## src/hdl/motor_pkg.sv

```systemverilog
package motor_pkg;

  // Clock and pacing.
  localparam int CLK_HZ        = 25_000_000;
  localparam int TICK_US       = 500;
  localparam int TICK_CYCLES   =
    TICK_US * (CLK_HZ / 1_000_000);
  localparam int SPIN_UP_TICKS = 200;

  // Duty figures in percent of the tick period.
  localparam int DUTY_INIT_PCT = 50;
  localparam int DUTY_MAX_PCT  = 90;
  localparam int DUTY_MIN_PCT  = 28;

  localparam int CNT_W = 16;
  localparam logic [15:0] SPEED_STEP = 16'h0001;

  // Register byte offsets.
  localparam logic [3:0] STATUS_OFS    = 4'h0;
  localparam logic [3:0] FLAGS_OFS     = 4'h4;
  localparam logic [3:0] HIGH_TIME_OFS = 4'h8;
  localparam logic [3:0] INPUTS_OFS    = 4'hc;

  // Status and flag field positions.
  localparam int ST_STATE_LSB = 0;
  localparam int ST_DIR_BIT   = 2;
  localparam int ST_BRAKE_BIT = 3;
  localparam int ST_PWM_BIT   = 4;
  localparam int FL_OC_BIT    = 0;
  localparam int FL_OT_BIT    = 1;

  // Synchronised input indices.
  localparam int IN_START = 0;
  localparam int IN_DEC   = 1;
  localparam int IN_INC   = 2;
  localparam int IN_DIR   = 3;
  localparam int IN_OT_N  = 4;
  localparam int IN_OC    = 5;

  // Idle pin levels: buttons released, no faults.
  localparam logic [5:0] RAW_RESET = 6'h1f;

  typedef enum logic [1:0] {
    STOPPED_STATE,
    SPIN_UP_STATE,
    RUNNING_STATE
  } motor_state_t;

  typedef struct packed {
    logic direction_out;
    logic brake_out;
    logic pwm_out;
  } driver_out_t;

  typedef struct packed {
    logic stop_lamp;
    logic forward_lamp;
    logic reverse_lamp;
  } lamp_t;

endpackage

```

## src/hdl/dc_motor_pwm_controller.sv

```systemverilog
// Decided for this implementation: the placing of the registers and the Avalon-MM slave port.
module dc_motor_pwm_controller #(
  parameter int TICK_CYCLES   = motor_pkg::TICK_CYCLES,
  parameter int SPIN_UP_TICKS = motor_pkg::SPIN_UP_TICKS
) (
  input  wire logic                   core_clk_i,
  input  wire logic                   rst_b_i,
  input  wire logic [3:0]             switch_inputs_i,
  input  wire logic                   overtemp_in_n_i,
  input  wire logic                   overcurrent_i,
  output motor_pkg::driver_out_t      driver_o,
  output motor_pkg::lamp_t            lamps_o,
  input  wire logic [3:0]             avs_address,
  input  wire logic                   avs_read,
  input  wire logic                   avs_write,
  input  wire logic [31:0]            avs_writedata,
  input  wire logic [3:0]             avs_byteenable,
  output logic [31:0]                 avs_readdata,
  output logic                        avs_waitrequest
);

  localparam int W = motor_pkg::CNT_W;

  // Cycle counts derived from the tick period.
  localparam logic [W-1:0] TICK_LAST =
    W'(TICK_CYCLES - 1);
  localparam logic [W-1:0] LOAD_INIT =
    W'(TICK_CYCLES * motor_pkg::DUTY_INIT_PCT / 100);
  localparam logic [W-1:0] LOAD_MAX =
    W'(TICK_CYCLES * motor_pkg::DUTY_MAX_PCT / 100);
  localparam logic [W-1:0] LOAD_MIN =
    W'(TICK_CYCLES * motor_pkg::DUTY_MIN_PCT / 100);
  localparam logic [W-1:0] SPIN_LAST =
    W'(SPIN_UP_TICKS - 1);

  // Whole state of the controller.
  typedef struct packed {
    logic [5:0]               sync1;
    logic [5:0]               sync2;
    logic [5:0]               sync3;
    logic [5:0]               filt;
    logic [3:0]               dbc_prev;
    logic [3:0]               pressed;
    logic [W-1:0]             tick_cnt;
    logic [W-1:0]             oneshot;
    logic                     os_run;
    logic [W-1:0]             load;
    logic [W-1:0]             spin_cnt;
    motor_pkg::motor_state_t  state;
    motor_pkg::driver_out_t   drv;
    motor_pkg::lamp_t         lamps;
    logic                     oc_flag;
    logic                     ot_flag;
    logic                     ack;
    logic [31:0]              rdata;
  } ctrl_state_t;

  ctrl_state_t s_reg;
  ctrl_state_t s_next;

  // Clamp a proposed load value into the legal duty window.
  function automatic logic [W-1:0] clamp_load(
    input logic [W:0] v
  );
    if (v > {1'b0, LOAD_MAX})
    begin
      clamp_load = LOAD_MAX;
    end
    else if (v < {1'b0, LOAD_MIN})
    begin
      clamp_load = LOAD_MIN;
    end
    else
    begin
      clamp_load = v[W-1:0];
    end
  endfunction

  // Word decode shared by the read and write paths.
  function automatic logic reg_hit(
    input logic [3:0] addr,
    input logic [3:0] ofs
  );
    reg_hit = (addr[3:2] == ofs[3:2]);
  endfunction

  logic       tick;
  logic [3:0] act;
  logic       start_press;
  logic       fault;
  logic       oc_seen;
  logic       ot_seen;
  logic       bus_req;
  logic       wr_take;
  logic [1:0] flag_clr;
  logic [W-1:0] wr_load;
  logic [31:0]  rd_mux;

  // Bus handshake: one wait cycle per access.
  assign bus_req         = avs_read | avs_write;
  assign avs_waitrequest = bus_req & ~s_reg.ack;
  assign avs_readdata    = s_reg.rdata;
  assign wr_take         = avs_write & s_reg.ack;
  assign driver_o        = s_reg.drv;
  assign lamps_o         = s_reg.lamps;

  // Read multiplexer; all four words are mapped, unused bits read as zero.
  always_comb
  begin
    rd_mux = 32'h0000_0000;
    if (reg_hit(avs_address, motor_pkg::STATUS_OFS))
    begin
      rd_mux[motor_pkg::ST_STATE_LSB +: 2] = s_reg.state;
      rd_mux[motor_pkg::ST_DIR_BIT]   = s_reg.drv.direction_out;
      rd_mux[motor_pkg::ST_BRAKE_BIT] = s_reg.drv.brake_out;
      rd_mux[motor_pkg::ST_PWM_BIT]   = s_reg.drv.pwm_out;
    end
    else if (reg_hit(avs_address, motor_pkg::FLAGS_OFS))
    begin
      rd_mux[motor_pkg::FL_OC_BIT] = s_reg.oc_flag;
      rd_mux[motor_pkg::FL_OT_BIT] = s_reg.ot_flag;
    end
    else if (reg_hit(avs_address, motor_pkg::HIGH_TIME_OFS))
    begin
      rd_mux[W-1:0] = s_reg.load;
    end
    else if (reg_hit(avs_address, motor_pkg::INPUTS_OFS))
    begin
      rd_mux[3:0] = s_reg.pressed;
    end
  end

  // Byte-lane merge of a write to the high-time register.
  always_comb
  begin
    wr_load = s_reg.load;
    if (avs_byteenable[0])
    begin
      wr_load[7:0] = avs_writedata[7:0];
    end
    if (avs_byteenable[1])
    begin
      wr_load[15:8] = avs_writedata[15:8];
    end
  end

  // Next-state logic for the whole controller.
  always_comb
  begin
    s_next = s_reg;

    // Free-running divider gives the sample tick.
    tick = (s_reg.tick_cnt == TICK_LAST);
    s_next.tick_cnt = tick ? '0 : s_reg.tick_cnt + SPEED_ONE();

    // Three-stage synchroniser; a level is accepted only once the
    // second and third stages agree, which rejects single glitches.
    s_next.sync1 = {overcurrent_i, overtemp_in_n_i, switch_inputs_i};
    s_next.sync2 = s_reg.sync1;
    s_next.sync3 = s_reg.sync2;
    for (int i = 0; i < 6; i++)
    begin
      if (s_reg.sync2[i] == s_reg.sync3[i])
      begin
        s_next.filt[i] = s_reg.sync3[i];
      end
    end

    // Buttons are active low; the direction switch is high for forward.
    act = {s_reg.filt[motor_pkg::IN_DIR], ~s_reg.filt[2:0]};

    // Debounce: pressed only when active on this and the previous tick.
    start_press = 1'b0;
    if (tick)
    begin
      s_next.dbc_prev = act;
      s_next.pressed  = act & s_reg.dbc_prev;
      // Only a fresh press counts, so a held button cannot restart
      // the motor after a fault.
      start_press = s_next.pressed[motor_pkg::IN_START]
                  & ~s_reg.pressed[motor_pkg::IN_START];
    end

    // Held speed buttons move the load one count per tick.
    if (tick && s_next.pressed[motor_pkg::IN_INC]
        && !s_next.pressed[motor_pkg::IN_DEC])
    begin
      s_next.load = clamp_load({1'b0, s_reg.load} + {1'b0, motor_pkg::SPEED_STEP});
    end
    else if (tick && s_next.pressed[motor_pkg::IN_DEC]
             && !s_next.pressed[motor_pkg::IN_INC])
    begin
      s_next.load = clamp_load({1'b0, s_reg.load} - {1'b0, motor_pkg::SPEED_STEP});
    end

    // Software may also set the load; it passes the same clamp.
    if (wr_take && reg_hit(avs_address, motor_pkg::HIGH_TIME_OFS))
    begin
      s_next.load = clamp_load({1'b0, wr_load});
    end

    // Faults are watched only once spin-up is over.
    oc_seen = s_reg.filt[motor_pkg::IN_OC];
    ot_seen = ~s_reg.filt[motor_pkg::IN_OT_N];
    fault   = (s_reg.state == motor_pkg::RUNNING_STATE)
            & (oc_seen | ot_seen);

    // Sticky event flags, write one to clear; a new event wins.
    flag_clr = 2'b00;
    if (wr_take && reg_hit(avs_address, motor_pkg::FLAGS_OFS))
    begin
      flag_clr = avs_writedata[1:0];
    end
    s_next.oc_flag = (s_reg.oc_flag & ~flag_clr[motor_pkg::FL_OC_BIT])
                   | (fault & oc_seen);
    s_next.ot_flag = (s_reg.ot_flag & ~flag_clr[motor_pkg::FL_OT_BIT])
                   | (fault & ot_seen);

    // High-time one-shot: counts down, stops at zero, drops PWM.
    if (s_reg.os_run)
    begin
      if (s_reg.oneshot == motor_pkg::SPEED_STEP)
      begin
        s_next.oneshot     = '0;
        s_next.os_run      = 1'b0;
        s_next.drv.pwm_out = 1'b0;
      end
      else
      begin
        s_next.oneshot = s_reg.oneshot - motor_pkg::SPEED_STEP;
      end
    end

    // Operating sequence.
    case (s_reg.state)
      motor_pkg::STOPPED_STATE:
      begin
        // Direction may only change with the motor braked.
        if (tick)
        begin
          s_next.drv.direction_out =
            s_next.pressed[motor_pkg::IN_DIR];
        end
        if (start_press)
        begin
          s_next.state    = motor_pkg::SPIN_UP_STATE;
          s_next.spin_cnt = '0;
        end
      end
      motor_pkg::SPIN_UP_STATE:
      begin
        if (start_press)
        begin
          s_next.state = motor_pkg::STOPPED_STATE;
        end
        else if (tick)
        begin
          if (s_reg.spin_cnt == SPIN_LAST)
          begin
            // Protection and the one-shot come alive together.
            s_next.state   = motor_pkg::RUNNING_STATE;
            s_next.oneshot = s_reg.load;
            s_next.os_run  = 1'b1;
          end
          else
          begin
            s_next.spin_cnt = s_reg.spin_cnt + motor_pkg::SPEED_STEP;
          end
        end
      end
      motor_pkg::RUNNING_STATE:
      begin
        if (fault)
        begin
          s_next.state = motor_pkg::STOPPED_STATE;
        end
        else if (start_press)
        begin
          s_next.state = motor_pkg::STOPPED_STATE;
        end
        else if (tick)
        begin
          // Each period raises PWM and re-arms the one-shot with the
          // current load, which is the only speed control there is.
          s_next.drv.pwm_out = 1'b1;
          s_next.oneshot     = s_reg.load;
          s_next.os_run      = 1'b1;
        end
      end
      default:
      begin
        s_next.state = motor_pkg::STOPPED_STATE;
      end
    endcase

    // Outside running the one-shot is idle and PWM is steady:
    // low when stopped, fully on while the motor spins up.
    if (s_next.state != motor_pkg::RUNNING_STATE)
    begin
      s_next.os_run      = 1'b0;
      s_next.oneshot     = '0;
      s_next.drv.pwm_out =
        (s_next.state == motor_pkg::SPIN_UP_STATE);
    end

    // Brake follows the state on the same edge, so a fault brakes
    // in the cycle after it is filtered.
    s_next.drv.brake_out =
      (s_next.state == motor_pkg::STOPPED_STATE);

    // Lamps follow the next state.
    s_next.lamps.stop_lamp =
      (s_next.state == motor_pkg::STOPPED_STATE);
    s_next.lamps.forward_lamp = !s_next.lamps.stop_lamp
                              && s_next.drv.direction_out;
    s_next.lamps.reverse_lamp = !s_next.lamps.stop_lamp
                              && !s_next.drv.direction_out;

    // Bus answer: capture read data while waitrequest is high.
    s_next.ack = bus_req & ~s_reg.ack;
    if (avs_read && !s_reg.ack)
    begin
      s_next.rdata = rd_mux;
    end
  end

  // Unit increment, kept as a function so width stays exact.
  function automatic logic [W-1:0] SPEED_ONE();
    SPEED_ONE = motor_pkg::SPEED_STEP;
  endfunction

  // State register; reset puts the motor braked with the stop lamp on,
  // only the tick divider running.
  always_ff @(posedge core_clk_i or negedge rst_b_i)
  begin
    if (!rst_b_i)
    begin
      s_reg.sync1    <= motor_pkg::RAW_RESET;
      s_reg.sync2    <= motor_pkg::RAW_RESET;
      s_reg.sync3    <= motor_pkg::RAW_RESET;
      s_reg.filt     <= motor_pkg::RAW_RESET;
      s_reg.dbc_prev <= 4'h0;
      s_reg.pressed  <= 4'h0;
      s_reg.tick_cnt <= '0;
      s_reg.oneshot  <= '0;
      s_reg.os_run   <= 1'b0;
      s_reg.load     <= LOAD_INIT;
      s_reg.spin_cnt <= '0;
      s_reg.state    <= motor_pkg::STOPPED_STATE;
      s_reg.drv.direction_out <= 1'b0;
      s_reg.drv.brake_out     <= 1'b1;
      s_reg.drv.pwm_out       <= 1'b0;
      s_reg.lamps.stop_lamp    <= 1'b1;
      s_reg.lamps.forward_lamp <= 1'b0;
      s_reg.lamps.reverse_lamp <= 1'b0;
      s_reg.oc_flag  <= 1'b0;
      s_reg.ot_flag  <= 1'b0;
      s_reg.ack      <= 1'b0;
      s_reg.rdata    <= 32'h0000_0000;
    end
    else
    begin
      s_reg <= s_next;
    end
  end

endmodule // dc_motor_pwm_controller

```

## config.mk

```make
export PLATFORM = sky130hd
export DESIGN_NAME = dc_motor_pwm_controller
export DESIGN_NICKNAME = d
export VERILOG_FILES = /design/src/hdl/motor_pkg.sv /design/src/hdl/dc_motor_pwm_controller.sv
export SDC_FILE = /design/constraint.sdc
export NUM_CORES = 1
export LEC_CHECK = 0
export BUFFER_PORTS_ARGS = -buffer_cell sky130_fd_sc_hd__buf_2
export CORE_MARGIN = 2
export CORE_UTILIZATION = 40
export DETAILED_ROUTE_END_ITERATION = 10
export PLACE_DENSITY = 0.6
export SLEW_MARGIN = 20
export SYNTH_ARGS = -nofsm -noshare
export SYNTH_HDL_FRONTEND = slang
export SYNTH_SLANG_ARGS = --single-unit
```

## constraint.sdc

```tcl
create_clock -name core_clk_i -period 3.83 [get_ports core_clk_i]
set_input_delay 0.383 -clock core_clk_i [delete_from_list [all_inputs] [get_ports core_clk_i]]
set_output_delay 0.383 -clock core_clk_i [all_outputs]
set_load 0.01 [all_outputs]
```

==> results.md <==
- Power Dens Cells: between 500 and 600 nW/um^2
- Total of buffers placed on input and output ports: 52
- Post-route setup TNS: 0 ns
- Final period demand of the worst path: 3.47 ns
- Clk root buf: sky130_fd_sc_hd__clkbuf_16
- Synth Flop Type: sky130_fd_sc_hd__dfrtp_1
- Die extent in y: 146 um
- Worst clock skew on the final layout: 0.00803 ns
- Antenna violations before repair: 0
- Largest area contributor in the synthesized netlist: sky130_fd_sc_hd__dfrtp_1
- Ratio of cells with drive above 1 in the final layout: 19.3%
- Worst VDD drop: 0.000378 V
- CP Launch Type: flip-flop
- Post-Syn Area: 8040 sq um
- Summed area of non-filler cells in the final layout: between 9000 and 10000 sq um
- Dominant combinational cell family by area after synthesis: simple AND/OR/NAND/NOR gates
- Flip-flop count of the largest register after layout: 88
- Drt first-iter violations: 540
- RSZ-0062 raised after global routing: false
- Total Power Consumption: 4.78 mW
- Number of global-route vias before repair: 6774
- Area growth from synthesis to layout: 13.2%
- Outcome: finished clean
- Transition at the pin with the smallest max-transition slack: between 0.8 and 0.9 ns
- Iteration count of the initial detailed-routing pass: 7
- Number of enable-type register cells in the synthesized netlist: 0
- Share of Yosys cell area claimed by the top area cell type: 29.9%
- CTS tree: done
- Synthesized-area fraction occupied by and/or/nand/nor cells: 27.4%
- Sequential area share after synthesis: roughly 39%
- Post-cts repair resize count: 0
- Count of final setup violators: 0
- Post-DRT Antenna Nets: 0
- # IOs: 89
- Peak per-stage delay on the critical path: 0.56 ns
- Post-DP Area: ~8500 sq um
- Maximum number of pins on one net before global-route repair: 61
- DRC violation count after routing: 0
- Placeable core region: 19600 sq um
- Post-route fraction of the period consumed by the critical path: about nine tenths
- Cts hold-fix bufs: 0
- Cells after DPL: 1214
- Proportion of synthesized area in mux cells: 2.66%
- Cell mode on critical path: sky130_fd_sc_hd__buf_4
- Count of final max-slew check failures: 0
- CP Capture Type: flip-flop
- Number of buffers inserted to repair setup after CTS: 0
- Class of the most critical hold timing path: primary input to async pin
- DR vias: 7097
- Utilization after layout: 46.5%
- Wire length of the first global-routing pass: around 36000 um
- Total buffers and inverters traversed by the critical path: 2
- GRT Resource Usage Total: a little over a fifth
- CP cell instances: buf_4 -> nor3_1 -> nand2_1 -> o31ai_1 -> a2111oi_2 -> and4b_1 -> a22oi_1 -> buf_4 -> o21ai_0 -> a2111oi_1
- Post-Route WL: between 20000 and 25000 um
- Width of the die: 146 um
- Top area cells in the synthesized netlist: sky130_fd_sc_hd__dfrtp_1, sky130_fd_sc_hd__dfstp_2, sky130_fd_sc_hd__nor2_1
- Biggest fanout along the worst timing path: 11
- Path type of the worst setup path: flip-flop to flip-flop
- Synth Instances: approximately 930
- Final std cells w/o fill: between 1k and 1.5k
- Area fraction in compound gates after synthesis: ~16%
- Number of nets in the layout: 1030
- Share of flip-flops with an asynchronous set or reset after synthesis: 100%
- Data required, critical path: 4.12 ns
- Residual overflow from global routing: 0
- Upper clock frequency limit: 0.289 GHz
- Number of endpoints with negative hold slack in the final report: 0
- Max_slew headroom: between 40% and 50%
- Static Leak: 3.86 nW
- Wire length per cell after detailed routing: 17.8 um
- Latest clock arrival within the worst-skew pair: 0.42 ns
- Max-capacitance violation count: 0
- Worst-case clock buffer depth: 2
- Die Area: 21200 sq um
- Slowest-stage cell, CP: sky130_fd_sc_hd__dfrtp_1
- Drt via density: 5.70
- Clock transition at path regs: 0.07 ns
- Inserted Diodes: 0
- Total number of H-tree levels: 4
- Warning count from the yosys run: 0
- Final weighted congestion in routability-driven placement: 0.970
- Xor/xnor share of the synthesized area: ~5.6%
- Std-Cell Rows: 51
- Number of CTS-inserted buffers: 17
- Family with the most delay on the worst path: compound AO/OA/AOI/OAI gates
- Effective utilization at floorplan: 41.0%
- Synth Register Bits: roughly 120
- Estimated wirelength of the detail-placed design: 16400 um
- # clock sinks: 123
- Mapped Avg Cell Area: 8.63 sq um
- Count of different cell masters after synthesis: 86
- Crit path arrival time: around 3.8 ns
- Adder-cell share of the synthesized area: around 2.6%
==> logic make-up (layout without fill, tap and decap cells) <==
family	Yosys count	count (layout)
other	1	16
flip-flops	123	123
AND/OR/NAND/NOR	421	421
buffers and inverters	110	145
AO/OA/AOI/OAI	189	189
XOR/XNOR	51	51
multiplexers	18	18
adder cells (fa/ha/maj)	18	18
==> where the power goes <==
group / switching, mW / total, mW / internal (mW)
logic: 1.01 / 1.64 / 0.630
registers: 0.162 / 1.58 / 1.42
clock network: 0.670 / 1.56 / 0.890
==> layout by cell type (no fill, tap or decap), drive strengths merged, types with 4 or more instances in the layout <==
master / synthesis / layout
nor2b: 9 / 9
maj3: 6 / 6
clkbuf: 41 / 18
and4: 4 / 4
nor2: 109 / 109
o21ai: 40 / 40
nand2: 101 / 101
nor3b: 5 / 5
dfrtp: 96 / 96
or2: 7 / 7
a22o: 13 / 13
ha: 12 / 12
conb: 1 / 16
mux2: 7 / 7
o22ai: 4 / 4
or4: 7 / 7
and4b: 4 / 4
nand4: 19 / 19
buf: 52 / 96
inv: 16 / 28
and3: 12 / 12
dfstp: 27 / 27
mux2i: 9 / 9
nand2b: 22 / 22
and2: 7 / 7
a21oi: 53 / 53
xnor2: 28 / 28
nand4b: 4 / 4
nor4: 22 / 22
xor2: 23 / 23
a2111oi: 4 / 4
nand3b: 8 / 8
nand3: 34 / 34
nor4b: 8 / 8
a31oi: 9 / 9
nor3: 25 / 25
o31ai: 10 / 10
o31a: 5 / 5
or3: 9 / 9
a211oi: 6 / 6
==> area by class of cell <==
class / count / area, sq um
Clock buffer: 18 / 450
Clock inverter: 14 / 118
Fill cell: 1928 / 10500
Inverter: 17 / 63.8
Multi-Input combinational cell: 713 / 4410
Sequential cell: 123 / 3110
Tap cell: 265 / 332
Timing Repair Buffer: 96 / 618
==> routing by layer <==
| metal | wire length, um | global-route usage [%] |
|---|---|---|
| met1 | 10100 | 28.7 |
| met2 | 10100 | 32.6 |
| met5 | 0 | 0 |
| met4 | 662 | 8.33 |
| met3 | 1320 | 5.33 |
==> final timing paths <==
check,start,to,slack (ns),depth (start not counted)
max in group asynchronous,rst_b_i,s_reg[120],2.92,2
setup reg to reg,s_reg[63],s_reg[70],0.36,10
hold reg to reg,s_next[130],s_next[124],0.36,0
hold / removal,rst_b_i,avs_readdata[7],0.04,1
min in group core_clk_i,switch_inputs_i[3],s_next[131],0.06,1
setup / recovery,s_reg[63],s_reg[70],0.36,10
==> per-stage QoR <==
stage | worst slack (ns) | hold WS [ns]
CTS | 0.461 | 0.0370
finish | 0.364 | 0.0418
floorplan | 0.586 | 0.0874
detailed placement | 0.476 | 0.347
global placement | 0.475 | 0.346
global route | 0.0561 | 0.0270
==> cells in the mapped netlist (all sizes together), types with 4 or more instances <==
master	instances
a2111oi	4
a211oi	6
a21oi	53
a22o	13
a31oi	9
and2	7
and3	12
and4	4
and4b	4
buf	52
clkbuf	41
dfrtp	96
dfstp	27
ha	12
inv	16
maj3	6
mux2	7
mux2i	9
nand2	101
nand2b	22
nand3	34
nand3b	8
nand4	19
nand4b	4
nor2	109
nor2b	9
nor3	25
nor3b	5
nor4	22
nor4b	8
o21ai	40
o22ai	4
o31a	5
o31ai	10
or2	7
or3	9
or4	7
xnor2	28
xor2	23
No activity file was read; power rests on OpenSTA's default activity.
